==> src/hdl/ocu_pkg.sv <==
// output compare unit: register map, field layout, mode codes, bus codes
// assumes a 32-bit ahb-lite slave port decoding the low address byte
package ocu_pkg;

  // register byte offsets
  localparam logic [7:0] OFS_CMP_LOW  = 8'h00;
  localparam logic [7:0] OFS_CMP_HIGH = 8'h04;
  localparam logic [7:0] OFS_CTL      = 8'h08;
  localparam logic [7:0] OFS_FLAGS    = 8'h0C;
  localparam logic [7:0] OFS_ENABLES  = 8'h10;
  localparam logic [7:0] OFS_PRIORITY = 8'h14;
  localparam logic [7:0] OFS_TASSIGN  = 8'h18;
  localparam logic [7:0] OFS_STATUS   = 8'h1C;

  // field positions and widths
  localparam int unsigned CTL_W       = 6;
  localparam int unsigned MODE_LSB    = 0;
  localparam int unsigned MODE_W      = 4;
  localparam int unsigned DUTY_LSB    = 4;
  localparam int unsigned CH_BIT      = 1;
  localparam int unsigned TSEL_LSB    = 0;
  localparam int unsigned TSEL_W      = 2;
  localparam int unsigned STAT_LATCH  = 0;
  localparam int unsigned STAT_PIN    = 1;

  // reset values
  localparam logic [7:0]        RST_BYTE = 8'h00;
  localparam logic [CTL_W-1:0]  RST_CTL  = 6'h00;
  localparam logic [TSEL_W-1:0] RST_TSEL = 2'h0;

  // mode select codes
  localparam logic [3:0] MODE_OFF     = 4'h0;
  localparam logic [3:0] MODE_TOGGLE  = 4'h2;
  localparam logic [3:0] MODE_HIGH    = 4'h8;
  localparam logic [3:0] MODE_LOW     = 4'h9;
  localparam logic [3:0] MODE_SWINT   = 4'hA;
  localparam logic [3:0] MODE_SPECIAL = 4'hB;

  // timer select codes
  localparam logic [1:0] TSEL_A     = 2'h0;
  localparam logic [1:0] TSEL_B     = 2'h1;
  localparam logic [1:0] TSEL_B_ALT = 2'h2;

  // ahb-lite codes
  localparam logic [2:0] HSIZE_WORD = 3'h2;
  localparam logic       HRESP_OKAY = 1'b0;

  // mode is one of the compare codes
  function automatic logic is_compare(input logic [3:0] mode);
    return (mode == MODE_TOGGLE) || (mode == MODE_HIGH) || (mode == MODE_LOW) ||
           (mode == MODE_SWINT) || (mode == MODE_SPECIAL);
  endfunction

  // mode lets the compare latch drive the pin
  function automatic logic drives_pin(input logic [3:0] mode);
    return (mode == MODE_TOGGLE) || (mode == MODE_HIGH) || (mode == MODE_LOW);
  endfunction

endpackage

==> src/hdl/ocu_ahb_slave.sv <==
// ahb-lite slave front end: one wait state per word transfer
// assumes single transfers of whole words, hready_i is this slave's own hreadyout
`timescale 1ns/1ps
module ocu_ahb_slave #(
  parameter int unsigned ADDR_W = 8
) (
  input  wire logic              clk_i,
  input  wire logic              rst_i,
  input  wire logic              hsel_i,
  input  wire logic [31:0]       haddr_i,
  input  wire logic [1:0]        htrans_i,
  input  wire logic              hwrite_i,
  input  wire logic [2:0]        hsize_i,
  input  wire logic              hready_i,
  input  wire logic [31:0]       hwdata_i,
  input  wire logic [31:0]       rdata_i,
  output logic      [31:0]       hrdata_o,
  output logic                   hreadyout_o,
  output logic                   hresp_o,
  output logic                   wr_o,
  output logic      [ADDR_W-1:0] addr_o,
  output logic      [31:0]       wdata_o
);

  logic              accept;
  logic              pend_r;
  logic              write_r;
  logic [ADDR_W-1:0] addr_r;
  logic [31:0]       hrdata_r;
  logic              hready_r;
  logic              hresp_r;

  // nonseq or seq word transfer taken while bus ready
  assign accept = hsel_i && htrans_i[1] && hready_i && (hsize_i == ocu_pkg::HSIZE_WORD);

  // address phase capture and one-cycle wait
  always_ff @(posedge clk_i) begin
    if (rst_i) begin
      pend_r   <= 1'b0;
      hready_r <= 1'b1;
      write_r  <= 1'b0;
      addr_r   <= '0;
    end else begin
      pend_r   <= accept;
      hready_r <= !accept;
      if (accept) begin
        write_r <= hwrite_i;
        addr_r  <= haddr_i[ADDR_W-1:0];
      end
    end
  end

  // read data sampled after any write of the previous transfer landed
  always_ff @(posedge clk_i) begin
    if (rst_i) begin
      hrdata_r <= 32'h0000_0000;
    end else if (pend_r && !write_r) begin
      hrdata_r <= rdata_i;
    end
  end

  // response is always okay
  always_ff @(posedge clk_i) begin
    hresp_r <= ocu_pkg::HRESP_OKAY;
  end

  assign hrdata_o    = hrdata_r;
  assign hreadyout_o = hready_r;
  assign hresp_o     = hresp_r;
  assign wr_o        = pend_r && write_r;
  assign addr_o      = addr_r;
  assign wdata_o     = hwdata_i;
endmodule

==> src/hdl/ocu_match.sv <==
// compare engine: selects the assigned timer count and flags a new match
// assumes both timer counts come from logic on clk_i
`timescale 1ns/1ps
module ocu_match #(
  parameter int unsigned CNT_W = 16
) (
  input  wire logic             clk_i,
  input  wire logic             rst_i,
  input  wire logic [CNT_W-1:0] timer_a_count_i,
  input  wire logic [CNT_W-1:0] timer_b_count_i,
  input  wire logic [1:0]       timer_select_i,
  input  wire logic [CNT_W-1:0] compare_value_i,
  input  wire logic             compare_en_i,
  output logic                  match_evt_o
);

  logic [CNT_W-1:0] count_sel;
  logic             sel_valid;
  logic             hit;
  logic             hit_r;

  // time base chosen by timer select, reserved code selects none
  always_comb begin
    count_sel = timer_a_count_i;
    sel_valid = 1'b1;
    unique case (timer_select_i)
      ocu_pkg::TSEL_A:     count_sel = timer_a_count_i;
      ocu_pkg::TSEL_B:     count_sel = timer_b_count_i;
      ocu_pkg::TSEL_B_ALT: count_sel = timer_b_count_i;
      default:             sel_valid = 1'b0;
    endcase
  end

  // full-width equality every cycle
  assign hit = compare_en_i && sel_valid && (count_sel == compare_value_i);

  // only the first cycle of a match is an event, so a stalled timer acts once
  always_ff @(posedge clk_i) begin
    if (rst_i) begin
      hit_r <= 1'b0;
    end else begin
      hit_r <= hit;
    end
  end

  assign match_evt_o = hit && !hit_r;

endmodule

==> src/hdl/ocu_top.sv <==
// output compare unit top: registers, compare latch, pin mux, special event trigger
// assumes an ahb-lite master on clk_i and timers and port latch on the same clock
//
// The implementer's own choices: the placing of the registers and the AHB-Lite slave port.
`timescale 1ns/1ps
module ocu_top #(
  parameter int unsigned CNT_W = 16
) (
  input  wire logic             clk_i,
  input  wire logic             rst_i,
  input  wire logic             hsel_i,
  input  wire logic [31:0]      haddr_i,
  input  wire logic [1:0]       htrans_i,
  input  wire logic             hwrite_i,
  input  wire logic [2:0]       hsize_i,
  input  wire logic             hready_i,
  input  wire logic [31:0]      hwdata_i,
  output logic      [31:0]      hrdata_o,
  output logic                  hreadyout_o,
  output logic                  hresp_o,
  input  wire logic [CNT_W-1:0] timer_a_count_i,
  input  wire logic [CNT_W-1:0] timer_b_count_i,
  input  wire logic             port_latch_i,
  output logic                  pin_out_o,
  output logic                  compare_latch_o,
  output logic                  special_event_o,
  output logic                  timer_a_clear_o,
  output logic                  timer_b_clear_o,
  output logic                  match_irq_o,
  output logic                  match_irq_priority_o
);

  localparam int unsigned ADDR_W = 8;

  // bus side
  logic                          bus_wr;
  logic [ADDR_W-1:0]             bus_addr;
  logic [31:0]                   bus_wdata;
  logic [31:0]                   rdata;

  // software registers
  logic [7:0]                    cmp_low_r;
  logic [7:0]                    cmp_high_r;
  logic [ocu_pkg::CTL_W-1:0]     ctl_r;
  logic                          flag_r;
  logic                          ie_r;
  logic                          ip_r;
  logic [ocu_pkg::TSEL_W-1:0]    tsel_r;

  // channel state
  logic [3:0]                    mode;
  logic [CNT_W-1:0]              compare_value;
  logic                          match_evt;
  logic                          latch_r;
  logic                          latch_nxt;
  logic                          pin_out_r;
  logic                          sev_r;
  logic                          clr_a_r;
  logic                          clr_b_r;
  logic                          irq_r;

  // register write strobes
  logic                          wr_low;
  logic                          wr_high;
  logic                          wr_ctl;
  logic                          wr_flags;
  logic                          wr_ie;
  logic                          wr_ip;
  logic                          wr_tsel;
  logic                          ctl_zero_wr;

  // bus slave front end
  ocu_ahb_slave #(
    .ADDR_W (ADDR_W)
  ) u_slave (
    .clk_i       (clk_i),
    .rst_i       (rst_i),
    .hsel_i      (hsel_i),
    .haddr_i     (haddr_i),
    .htrans_i    (htrans_i),
    .hwrite_i    (hwrite_i),
    .hsize_i     (hsize_i),
    .hready_i    (hready_i),
    .hwdata_i    (hwdata_i),
    .rdata_i     (rdata),
    .hrdata_o    (hrdata_o),
    .hreadyout_o (hreadyout_o),
    .hresp_o     (hresp_o),
    .wr_o        (bus_wr),
    .addr_o      (bus_addr),
    .wdata_o     (bus_wdata)
  );

  // address decode of data-phase writes
  assign wr_low      = bus_wr && (bus_addr == ocu_pkg::OFS_CMP_LOW);
  assign wr_high     = bus_wr && (bus_addr == ocu_pkg::OFS_CMP_HIGH);
  assign wr_ctl      = bus_wr && (bus_addr == ocu_pkg::OFS_CTL);
  assign wr_flags    = bus_wr && (bus_addr == ocu_pkg::OFS_FLAGS);
  assign wr_ie       = bus_wr && (bus_addr == ocu_pkg::OFS_ENABLES);
  assign wr_ip       = bus_wr && (bus_addr == ocu_pkg::OFS_PRIORITY);
  assign wr_tsel     = bus_wr && (bus_addr == ocu_pkg::OFS_TASSIGN);
  assign ctl_zero_wr = wr_ctl && (bus_wdata[7:0] == ocu_pkg::RST_BYTE);

  // compare value byte registers
  always_ff @(posedge clk_i) begin
    if (rst_i) begin
      cmp_low_r  <= ocu_pkg::RST_BYTE;
      cmp_high_r <= ocu_pkg::RST_BYTE;
    end else begin
      if (wr_low) begin
        cmp_low_r <= bus_wdata[7:0];
      end
      if (wr_high) begin
        cmp_high_r <= bus_wdata[7:0];
      end
    end
  end

  // control, enable, priority and timer assignment
  always_ff @(posedge clk_i) begin
    if (rst_i) begin
      ctl_r  <= ocu_pkg::RST_CTL;
      ie_r   <= 1'b0;
      ip_r   <= 1'b0;
      tsel_r <= ocu_pkg::RST_TSEL;
    end else begin
      if (wr_ctl) begin
        ctl_r <= bus_wdata[ocu_pkg::CTL_W-1:0];
      end
      if (wr_ie) begin
        ie_r <= bus_wdata[ocu_pkg::CH_BIT];
      end
      if (wr_ip) begin
        ip_r <= bus_wdata[ocu_pkg::CH_BIT];
      end
      if (wr_tsel) begin
        tsel_r <= bus_wdata[ocu_pkg::TSEL_LSB +: ocu_pkg::TSEL_W];
      end
    end
  end

  assign mode          = ctl_r[ocu_pkg::MODE_LSB +: ocu_pkg::MODE_W];
  assign compare_value = {cmp_high_r, cmp_low_r};

  // compare engine on the assigned time base
  ocu_match #(
    .CNT_W (CNT_W)
  ) u_match (
    .clk_i           (clk_i),
    .rst_i           (rst_i),
    .timer_a_count_i (timer_a_count_i),
    .timer_b_count_i (timer_b_count_i),
    .timer_select_i  (tsel_r),
    .compare_value_i (compare_value),
    .compare_en_i    (ocu_pkg::is_compare(mode)),
    .match_evt_o     (match_evt)
  );

  // next compare latch: match action, then zero-control clear
  always_comb begin
    latch_nxt = latch_r;
    if (match_evt) begin
      unique case (mode)
        ocu_pkg::MODE_TOGGLE: latch_nxt = !latch_r;
        ocu_pkg::MODE_HIGH:   latch_nxt = 1'b1;
        ocu_pkg::MODE_LOW:    latch_nxt = 1'b0;
        default:              latch_nxt = latch_r;
      endcase
    end
    if (ctl_zero_wr) begin
      latch_nxt = 1'b0;
    end
  end

  // compare latch and pin mux; port latch itself is never touched here
  always_ff @(posedge clk_i) begin
    if (rst_i) begin
      latch_r   <= 1'b0;
      pin_out_r <= 1'b0;
    end else begin
      latch_r <= latch_nxt;
      if (ocu_pkg::drives_pin(mode)) begin
        pin_out_r <= latch_nxt;
      end else begin
        pin_out_r <= port_latch_i;
      end
    end
  end

  // match flag: hardware set wins over a software clear, cleared only by a bus write
  always_ff @(posedge clk_i) begin
    if (rst_i) begin
      flag_r <= 1'b0;
    end else begin
      if (wr_flags) begin
        flag_r <= bus_wdata[ocu_pkg::CH_BIT];
      end
      if (match_evt) begin
        flag_r <= 1'b1;
      end
    end
  end

  // interrupt request level from flag and enable
  always_ff @(posedge clk_i) begin
    if (rst_i) begin
      irq_r <= 1'b0;
    end else begin
      irq_r <= flag_r && ie_r;
    end
  end

  // special event pulse and clear of the assigned timer only; no conversion start
  always_ff @(posedge clk_i) begin
    if (rst_i) begin
      sev_r   <= 1'b0;
      clr_a_r <= 1'b0;
      clr_b_r <= 1'b0;
    end else begin
      sev_r   <= match_evt && (mode == ocu_pkg::MODE_SPECIAL);
      clr_a_r <= match_evt && (mode == ocu_pkg::MODE_SPECIAL) &&
                 (tsel_r == ocu_pkg::TSEL_A);
      clr_b_r <= match_evt && (mode == ocu_pkg::MODE_SPECIAL) &&
                 ((tsel_r == ocu_pkg::TSEL_B) || (tsel_r == ocu_pkg::TSEL_B_ALT));
    end
  end

  // read mux; unmapped offsets and unused bits read zero
  always_comb begin
    rdata = 32'h0000_0000;
    unique case (bus_addr)
      ocu_pkg::OFS_CMP_LOW:  rdata[7:0] = cmp_low_r;
      ocu_pkg::OFS_CMP_HIGH: rdata[7:0] = cmp_high_r;
      ocu_pkg::OFS_CTL:      rdata[ocu_pkg::CTL_W-1:0] = ctl_r;
      ocu_pkg::OFS_FLAGS:    rdata[ocu_pkg::CH_BIT] = flag_r;
      ocu_pkg::OFS_ENABLES:  rdata[ocu_pkg::CH_BIT] = ie_r;
      ocu_pkg::OFS_PRIORITY: rdata[ocu_pkg::CH_BIT] = ip_r;
      ocu_pkg::OFS_TASSIGN:  rdata[ocu_pkg::TSEL_LSB +: ocu_pkg::TSEL_W] = tsel_r;
      ocu_pkg::OFS_STATUS: begin
        rdata[ocu_pkg::STAT_LATCH] = latch_r;
        rdata[ocu_pkg::STAT_PIN]   = pin_out_r;
      end
      default:               rdata = 32'h0000_0000;
    endcase
  end

  // outputs straight from flops
  assign pin_out_o            = pin_out_r;
  assign compare_latch_o      = latch_r;
  assign special_event_o      = sev_r;
  assign timer_a_clear_o      = clr_a_r;
  assign timer_b_clear_o      = clr_b_r;
  assign match_irq_o          = irq_r;
  assign match_irq_priority_o = ip_r;
endmodule

==> config.mk <==
export PLATFORM = sky130hd
export DESIGN_NAME = ocu_top
export DESIGN_NICKNAME = d
export VERILOG_FILES = /design/src/hdl/ocu_pkg.sv /design/src/hdl/ocu_ahb_slave.sv /design/src/hdl/ocu_match.sv /design/src/hdl/ocu_top.sv
export SDC_FILE = /design/constraint.sdc
export NUM_CORES = 1
export LEC_CHECK = 0
export BUFFER_PORTS_ARGS = -buffer_cell sky130_fd_sc_hd__buf_2
export CORE_ASPECT_RATIO = 1.2
export CORE_UTILIZATION = 42
export DETAILED_ROUTE_END_ITERATION = 10
export GPL_TIMING_DRIVEN = 1
export PLACE_DENSITY_LB_ADDON = 0.05
export SETUP_SLACK_MARGIN = 0.4
export SLEW_MARGIN = 10
export SYNTH_ARGS = -nofsm -noshare
export SYNTH_HDL_FRONTEND = slang
export SYNTH_SLANG_ARGS = --single-unit
==> constraint.sdc <==
create_clock -name clk_i -period 2.2 [get_ports clk_i]
set_input_delay 0.44 -clock clk_i [delete_from_list [all_inputs] [get_ports clk_i]]
set_output_delay 0.44 -clock clk_i [all_outputs]
set_load 0.02 [all_outputs]
==> impl_metrics.ini, run 1 <==
[timing]
period_minus_slack_ps = 2370
worst_pin_slew_ps = 649
max_freq_mhz = 422
setup_slack_ps = -168
skew_ps = 6.15
rsz0062_at_grt = true
setup_violations = 5
slew_viol_final = 0
min_period_over_period_pct = 108
hold_viol = 0
slew_headroom_pct = 56.7

[drt]
ant_nets = 0
top_layer_used = met4
finalWirelength_microns = 7840
viasPerCell = 5.01
wl_per_cell_microns = 15.1
met1Wirelength_microns = 3390
drc = 0
drtIter0Drc = 93
dr.pass1.iters = 4
dr_wl_met2_microns = 4020
vias = 2595
dr_wl_met3_microns = 344

[worst_setup_path]
r2r_end = compare_latch_o
cp.arrival_ps = 2620
r2r-start = tsel_r[0]
end_kind = flop
path_class = flop to flop
crit_start = tsel_r[0]
path_max_fanout = 6
critPathLaunchType = flop
cp-endpoint = compare_latch_o
cp_data_required_time_ps = 2450
reg2regPathDepth = 11
ff2ff_setup_slack_ps = -170

[finish]
area_growth_pct = 36.1
num_antenna_cells = 0
postLayoutCellArea_sq_um = 4030
drive_gt1_share_pct = 45.7
finish.utilization_pct = 59.1
nets = 539

[synthesis]
netlist_instances = 335
synthXorXnorAreaFrac_pct = 4.74
yosysTopAreaCellShare_pct = 35.9
synth_seq_cells = 53
synthSimpleGateAreaFrac_pct = 22.3
synth.most_common_cell = dfxtp_1
netlist_area_sq_um = 2960
yosysWarnings = 0
synthMuxAreaShare_pct = 17.1
synth_flop_cell = dfxtp_1
yosysUniqueCellTypes = 49
async_reset_ff_share_pct = 0
synth_common_cells = dfxtp_1 (53), mux2i_1 (45), nand2_1 (44), nor2_1 (39), buf_4 (25)
synth_compound_area_share_pct = 8.76
synth_top_family_by_area = simple AND/OR/NAND/NOR gates
seq_area_frac_synth_pct = 35.9
synthTopCellsByArea = dfxtp_1 (36%), mux2i_1 (15%), buf_4 (6.3%)
synth_edf_count = 0
synth_area_per_cell_sq_um = 8.83
synth_fa_ha_area_share_pct = 0.846
synth_top_area_cell = dfxtp_1

[cts]
htree_levels = 2
cts_root_buf = clkbuf_8
clk_pin_slew_ps = 100
clock_latency_ps = 310
cts.sinks = 53
cts_hold_buf = 0
cts_buffers = 5
cts.path.max_buffers = 2
cts_tree = built

[place]
port_buffers = 73
placed_area_sq_um = 3460
dp_hpwl_microns = 5610
gp_congestion = 0.866

[pwr]
power_density_nw_per_um2 = 488
p_leak_uw = 0.00159
ir_drop_uv = 324

[grt]
gr-total-overflow = 0
grt_max_degree = 50
grt_antenna_before_repair = 0
track_usage_pct = 21.6
grt_pass1_vias = 2347
grt_pass1_wl_microns = 12000

[run_status]
violations = setup timing
status = finished, violations left

[die]
io_pins = 148
core_area_sq_um = 6810
num_rows = 33
dieWidth_microns = 78.6
die_area_sq_um = 7380
dieHeight_microns = 93.9
initial_core_util_pct = 43.4

[flow_run]
maxCapViolCount = 0

[worst_hold_path]
holdPathStages = 3
hp-class = input pin to flop
timing repair:
action | 4_1_cts | 5_1_grt
gates cloned | 0 | 0
hold endpoints to repair | 0 | 0
setup buffers | 6 | 2
gates resized for setup | 41 | 53
pin swaps | 29 | 40
endpoints found under the setup margin | 37 | 39
metrics by stage:
step | TNS (ps) | total power [uW] | hold slack (ps) | instances | setup slack, ps
global placement | -961 | 1160 | 447 | 502 | -250
global route | -1130 | 2040 | 355 | 518 | -275
finish | -358 | 1970 | 361 | 518 | -168
floorplan | -5.65 | 1110 | 419 | 359 | -5.65
detailed placement | -1020 | 1160 | 458 | 502 | -266
CTS | -417 | 1980 | 351 | 516 | -147
final cells by class:
class | instances | area [sq um]
inverters | 5 | 18.8
clock buffers | 5 | 68.8
clock inverters | 3 | 68.8
well taps | 87 | 109
fillers | 641 | 2790
repair buffers | 106 | 683
flip-flops and latches | 53 | 1060
multi-input cells | 259 | 2010
worst max-delay path: stages, from the launching register on:
cell and delay (ps):
dfxtp_2 360, inv_2 40, ha_4 290, buf_12 130, buf_8 120, buf_6 100
mux2i_2 220, xnor2_1 100, nor2_1 160, nand4_1 210, or4_1 460, a21oi_1 130
flip-flops by register name, summed over array words and instances (netlist names), 2 cells and up:
name	count
cmp_high_r	8
cmp_low_r	8
ctl_r	6
tsel_r	2
u_slave.addr_o	8
u_slave.hrdata_o	8
power breakdown:
group          internal, uW  total [uW]  switching [uW]  leakage, uW
Sequential              961         962            1.37     0.000429
Combinational          80.1         204             124      0.00110
Clock                   458         799             341    0.0000687
Total                  1500        1970             466      0.00159
metal layers:
metal,vias up,GRT usage [%]
li1,1282,-
met1,1245,26.9
met2,61,38.0
met3,7,3.30
met4,0,6.33
met5,-,0
placed cells by master, fill, tap and decap left out, types with 3 or more instances in the layout:
cell,netlist,routed
a21oi_2,0,16
a22oi_1,8,6
and2_4,0,4
buf_2,1,73
buf_4,25,20
buf_6,2,10
clkbuf_8,0,5
conb_1,1,25
dfxtp_1,53,50
dfxtp_2,0,3
inv_1,5,3
mux2i_1,45,37
mux2i_2,0,4
mux2i_4,0,4
nand2_1,44,25
nand2_2,0,16
nand2_4,0,3
nand2b_1,4,3
nand3_1,4,4
nor2_1,39,38
nor2b_1,3,3
nor4_2,1,3
o21ai_0,7,7
or4_1,4,4
xnor2_1,14,11
xnor2_2,0,3
worst min path at each step:
stage | end | slack [ps] | from
after detailed placement | match_irq_o | 460 | ie_r
after global routing | u_slave.addr_o[5] | 350 | haddr_i[5]
final | u_slave.addr_o[5] | 360 | haddr_i[5]
after floorplan | match_irq_o | 420 | ie_r
after global placement | match_irq_o | 450 | ie_r
after CTS | u_slave.addr_o[7] | 350 | haddr_i[7]
logic make-up (layout without fill, tap and decap cells):
family,after synthesis,after routing
flip-flops,53,53
adder cells (fa/ha/maj),2,2
buffers and inverters,47,119
AND/OR/NAND/NOR,127,127
XOR/XNOR,16,16
AO/OA/AOI/OAI,41,41
multiplexers,48,48
other,1,25
Power figures use the tool's default switching activity.
==> run 2, diff against run 1 <==
CORE_UTILIZATION = 35   (was 42)
GPL_TIMING_DRIVEN = 0   (was 1)
==> run 2 against run 1 <==
Net effect: worst setup slack lost 100 ps; clock-buffer cell count did not move; routed wire length is 5.1% higher; the run still ends with setup timing left; flip-flop and latch count is the same; clock power fell by 29%; via count up 0.85%; hold slack worse by 6.0 ps; combinational power increased by 20%; maximum frequency fell by 4.1%; die area up 20%; highest routed layer unchanged; final cell count is 10% higher; critical path type unchanged.
==> impl_metrics.ini, run 2 (synthesized netlist as in run 1, its figures left out) <==
[place]
placed_area_sq_um = 3570
port_buffers = 73
dp_hpwl_microns = 6130
gp_congestion = 0.808

[finish]
layout_commonest_cell = buf_2
drive_gt1_share_pct = 49.3
regArea_sq_um = 1070
area_growth_pct = 46.9
num_antenna_cells = 0
multi_input_area_sq_um = 2140
postLayoutCellArea_sq_um = 4340
nets = 566
mostFrequentLayoutCells = buf_2 (76), dfxtp_1 (50), nor2_1 (38), buf_4 (37), mux2i_1 (35)
fill_cells = 792

[timing]
worst_pin_slew_ps = 829
slew_headroom_pct = 44.6
setup_slack_ps = -269
hold_viol = 0
max_freq_mhz = 405
period_minus_slack_ps = 2470
rsz0062_at_grt = true
setup_violations = 6
min_period_over_period_pct = 112
skew_ps = 6.29
slew_viol_final = 0

[worst_setup_path]
path_class = flop to flop
max_stage_delay_ps = 480
cp-endpoint = compare_latch_o
path_max_fanout = 5
r2r_end = compare_latch_o
reg2regPathDepth = 10
ff2ff_setup_slack_ps = -270
cp_data_required_time_ps = 2460
crit_start = tsel_r[1]
critPathLaunchType = flop
crit_chain = inv_2, ha_4, buf_8, buf_12, mux2i_4, xnor2_2, nor4_1, nand4_1, or4_1, a21oi_2
r2r-start = tsel_r[1]
end_kind = flop
slowest_stage = or4_1
cp.arrival_ps = 2730

[cts]
cts.sinks = 53
cts.path.max_buffers = 2
htree_levels = 2
cts_root_buf = clkbuf_8
cts_buffers = 5
cts_tree = built
clk_pin_slew_ps = 100
clock_latency_ps = 310

[grt]
grt_max_degree = 18
grt_pass1_vias = 2454
grt_antenna_before_repair = 0
gr-total-overflow = 0
grt_pass1_wl_microns = 12600
track_usage_pct = 18.8

[drt]
dr.pass1.iters = 4
viasPerCell = 4.58
drc = 0
vias = 2617
drtIter0Drc = 38
ant_nets = 0
wl_per_cell_microns = 14.4
finalWirelength_microns = 8230

[pwr]
power_density_nw_per_um2 = 409
p_leak_uw = 0.00184
ir_drop_uv = 193
total_power_uw = 1780

[worst_hold_path]
hp-class = input pin to flop

[flow_run]
maxCapViolCount = 0

[die]
initial_core_util_pct = 36.3
io_pins = 148
core_area_sq_um = 8150
num_rows = 36
die_area_sq_um = 8820
dieHeight_microns = 103
dieWidth_microns = 85.9

[run_status]
violations = setup timing
status = finished, violations left
## run 2: stage by stage
| step | hold slack [ps] | util [%] | setup WS [ps] | setup TNS, ps | std cells |
|---|---|---|---|---|---|
| 3_5_place_dp | 448 | 43.8 | -448 | -2210 | 546 |
| 3_3_place_gp | 440 | 43.8 | -439 | -2190 | 546 |
| 5_1_grt | 367 | 53.3 | -400 | -2210 | 572 |
| 4_1_cts | 349 | 50.6 | -285 | -1290 | 568 |
| 2_1_floorplan | 419 | - | -5.65 | -5.65 | 359 |
| 6_report | 355 | 53.3 | -269 | -1210 | 572 |
## run 2: routing by layer
layer	GRT usage (%)	wire [microns]
met5	0	0
met2	33.9	4260
met4	4.23	135
met1	23.5	3600
met3	2.88	238
## run 2: what timing repair did
action / 4_1_cts / 5_1_grt
cloned: 2 / 0
endpoints found under the setup margin: 38 / 39
hold buffers: 0 / 0
buffers inserted: 12 / 4
resized for setup: 77 / 38
endpoints found under the hold margin: 0 / 0
pin swaps: 45 / 10
## run 2: worst min path at each step
stage / from / end / slack, ps / cells past startpoint
global route: haddr_i[7] / u_slave.addr_o[7] / 370 / 3
CTS: hwrite_i / u_slave.write_r / 350 / 3
finish: hwrite_i / u_slave.write_r / 360 / 3
detailed placement: ie_r / match_irq_o / 450 / 2
floorplan: ie_r / match_irq_o / 420 / 2
global placement: ie_r / match_irq_o / 440 / 2
## run 2: worst max-delay path: cells and delay by family (launching register included)
| kind | cells | cell delay [ps] |
|---|---|---|
| xor+xnor | 1 | 90 |
| buf+inv | 3 | 310 |
| simple gates | 3 | 990 |
| compound gates | 1 | 120 |
| mux | 1 | 250 |
| fa+ha+maj | 1 | 270 |
| flops | 1 | 380 |
## run 2: area by class of cell
type	instances	area share [%]
multi-input cells	259	49.3
flip-flops and latches	53	24.6
repair buffers	91	12.7
plain buffers	42	7.66
well taps	114	3.28
clock buffers	5	1.58
clock inverters	3	0.490
inverters	5	0.432
## run 2: power by group
| group | total [uW] | switching [uW] | internal [uW] |
|---|---|---|---|
| clock | 570 | 343 | 227 |
| sequential | 961 | 1.23 | 960 |
| combinational | 244 | 135 | 109 |
==> run 3, diff against run 2 <==
CORE_UTILIZATION = 43   (was 35)
CTS_BUF_LIST = sky130_fd_sc_hd__clkbuf_8   (was not set)
PLACE_DENSITY = 0.86   (was not set)
PLACE_DENSITY_LB_ADDON = not set   (was 0.05)
==> run 3 against run 2 <==
Net effect: die area decreased by 18%; sequential share of layout area is 0.72 points lower; total power rose by 7.5%; first-iteration DRC count grew to 7.5 times the previous value; register-to-register slack worse by 250 ps; the run still ends with setup timing left; critical endpoint is now pin_out_o; highest routed layer unchanged; worst setup slack got worse by 250 ps.
==> impl_metrics.ini, run 3 (synthesized netlist as in run 1, its figures left out) <==
[grt]
grtUsageMet2_pct = 47.8
grt_pass1_wl_microns = 15300
gr-total-overflow = 0
track_usage_pct = 27.7
grt_max_degree = 17
grt_antenna_before_repair = 0
grt_pass1_vias = 2999
met3_usage_pct = 6.31
met1_usage_pct = 30.1
busiest_layer = met2

[die]
io_pins = 148
dieWidth_microns = 77.7
num_rows = 32
die_area_sq_um = 7210
dieHeight_microns = 92.8
initial_core_util_pct = 45.3
core_area_sq_um = 6530

[cts]
cts_buffers = 5
cts.sinks = 53
cts.path.max_buffers = 2
cts_root_buf = clkbuf_8
htree_levels = 2
cts_hold_buf = 0
cts_tree = built
clk_pin_slew_ps = 100
clock_latency_ps = 320

[timing]
min_period_over_period_pct = 123
worst_pin_slew_ps = 809
setup_violations = 9
skew_ps = 10.3
max_freq_mhz = 368
setup_slack_ps = -516
period_minus_slack_ps = 2720
rsz0062_at_grt = true
hold_viol = 0
slew_headroom_pct = 46.0
slew_viol_final = 0

[place]
dp_hpwl_microns = 5900
port_buffers = 73
gp_congestion = 0.911
preCtsSetupSlack_ps = -431

[worst_setup_path]
critical_path.most_common_cell = buf_4
cp-endpoint = pin_out_o
crit_chain = inv_2, ha_4, buf_8, buf_12, mux2i_4, xnor2_1, nor4_2, nand4_1, buf_4, buf_4, o31ai_4, nand3_1
path_class = flop to flop
cp_data_required_time_ps = 2400
ff2ff_setup_slack_ps = -520
r2r_end = pin_out_o
r2r-start = tsel_r[1]
end_kind = flop
max_stage_delay_ps = 380
crit_start = tsel_r[1]
path_max_fanout = 6
cp_num_buf_inv = 5
reg2regPathDepth = 12
critPathLaunchType = flop
slowest_stage = dfxtp_2
cp.arrival_ps = 2920
crit_cells = 12
critPathTopFamily = buffers and inverters

[finish]
layout_commonest_cell = buf_2
area_growth_pct = 51.0
regArea_sq_um = 1060
mostFrequentLayoutCells = buf_2 (73), dfxtp_1 (50), buf_4 (40), nor2_1 (38), mux2i_1 (35)
multi_input_area_sq_um = 2180
nets = 576
finish.utilization_pct = 68.4
num_antenna_cells = 0
drive_gt1_share_pct = 50.9
fill_cells = 431

[worst_hold_path]
hp-class = input pin to flop

[run_status]
status = finished, violations left
violations = setup timing

[drt]
drc = 0
finalWirelength_microns = 11200
dr.pass1.iters = 5
wl_per_cell_microns = 20.2
ant_nets = 0
drtIter0Drc = 285
viasPerCell = 5.69
vias = 3145

[pwr]
power_density_nw_per_um2 = 427
p_leak_uw = 0.00188
ir_drop_uv = 313

[flow_run]
maxCapViolCount = 0
==> run 3: changes by cell type in the layout (fill, tap and decap cells not counted), sizes merged <==
cell / change
buf: +9
bufinv: +1
clkbuf: +1
clkinvlp: -1
==> run 3: timing repair <==
| item | CTS | global route |
|---|---|---|
| pin swaps | 38 | 29 |
| gates cloned | 1 | 0 |
| hold endpoints to repair | 0 | 0 |
| setup endpoints to repair | 38 | 41 |
| setup buffers | 19 | 8 |
| gates resized for setup | 87 | 52 |
==> run 3: final cells by class <==
class,instances,share of cell area (%)
multi-input combinational,259,48.9
timing repair buffer,101,14.5
clock inverter,3,0.953
inverter,5,0.420
clock buffer,5,1.54
buffer,42,7.46
tap,85,2.38
sequential,53,23.9
==> run 3: layer usage <==
layer | up-vias | routed length [microns]
li1 | 1358 | -
met1 | 1434 | 3980
met4 | 0 | 855
met5 | - | 0
met3 | 87 | 989
met2 | 266 | 5360
==> run 3: worst min-delay path by stage <==
stage	start	to	slack, ps	depth (start not counted)
after floorplan	ie_r	match_irq_o	420	2
after global placement	ie_r	match_irq_o	440	2
after detailed placement	ie_r	match_irq_o	450	2
after CTS	haddr_i[1]	u_slave.addr_o[1]	370	3
after global routing	haddr_i[3]	u_slave.addr_o[3]	370	3
final	haddr_i[0]	u_slave.addr_o[0]	360	3
==> run 3: worst reg2reg max path: cells and delay by family, from the launching register on <==
kind                       cells  cell delay (ps)
xor gates and xnor gates       1              180
muxes                          1              240
AOI/OAI and AO/OA              1              170
and+or+nand+nor                3              660
DFF                            1              380
adders and majority gates      1              270
buffers and inverters          5              710
==> run 3: stage by stage <==
stage | cell area (sq um) | hold WS (ps) | setup TNS, ps | power [uW] | std cells
CTS | 4170 | 366 | -1660 | 1860 | 545
finish | 4460 | 361 | -2950 | 1910 | 553
detailed placement | 3540 | 449 | -2250 | 1190 | 517
global placement | 3540 | 441 | -1960 | 1190 | 517
global route | 4460 | 372 | -4150 | 1950 | 553
floorplan | 3070 | 419 | -5.65 | 1110 | 359
==> run 3: where the power goes <==
| part | leakage [uW] | internal [uW] | switching (uW) | total (uW) |
|---|---|---|---|---|
| registers | 0.000429 | 961 | 1.40 | 962 |
| clock network | 0.0000595 | 338 | 340 | 677 |
| logic | 0.00140 | 114 | 154 | 268 |
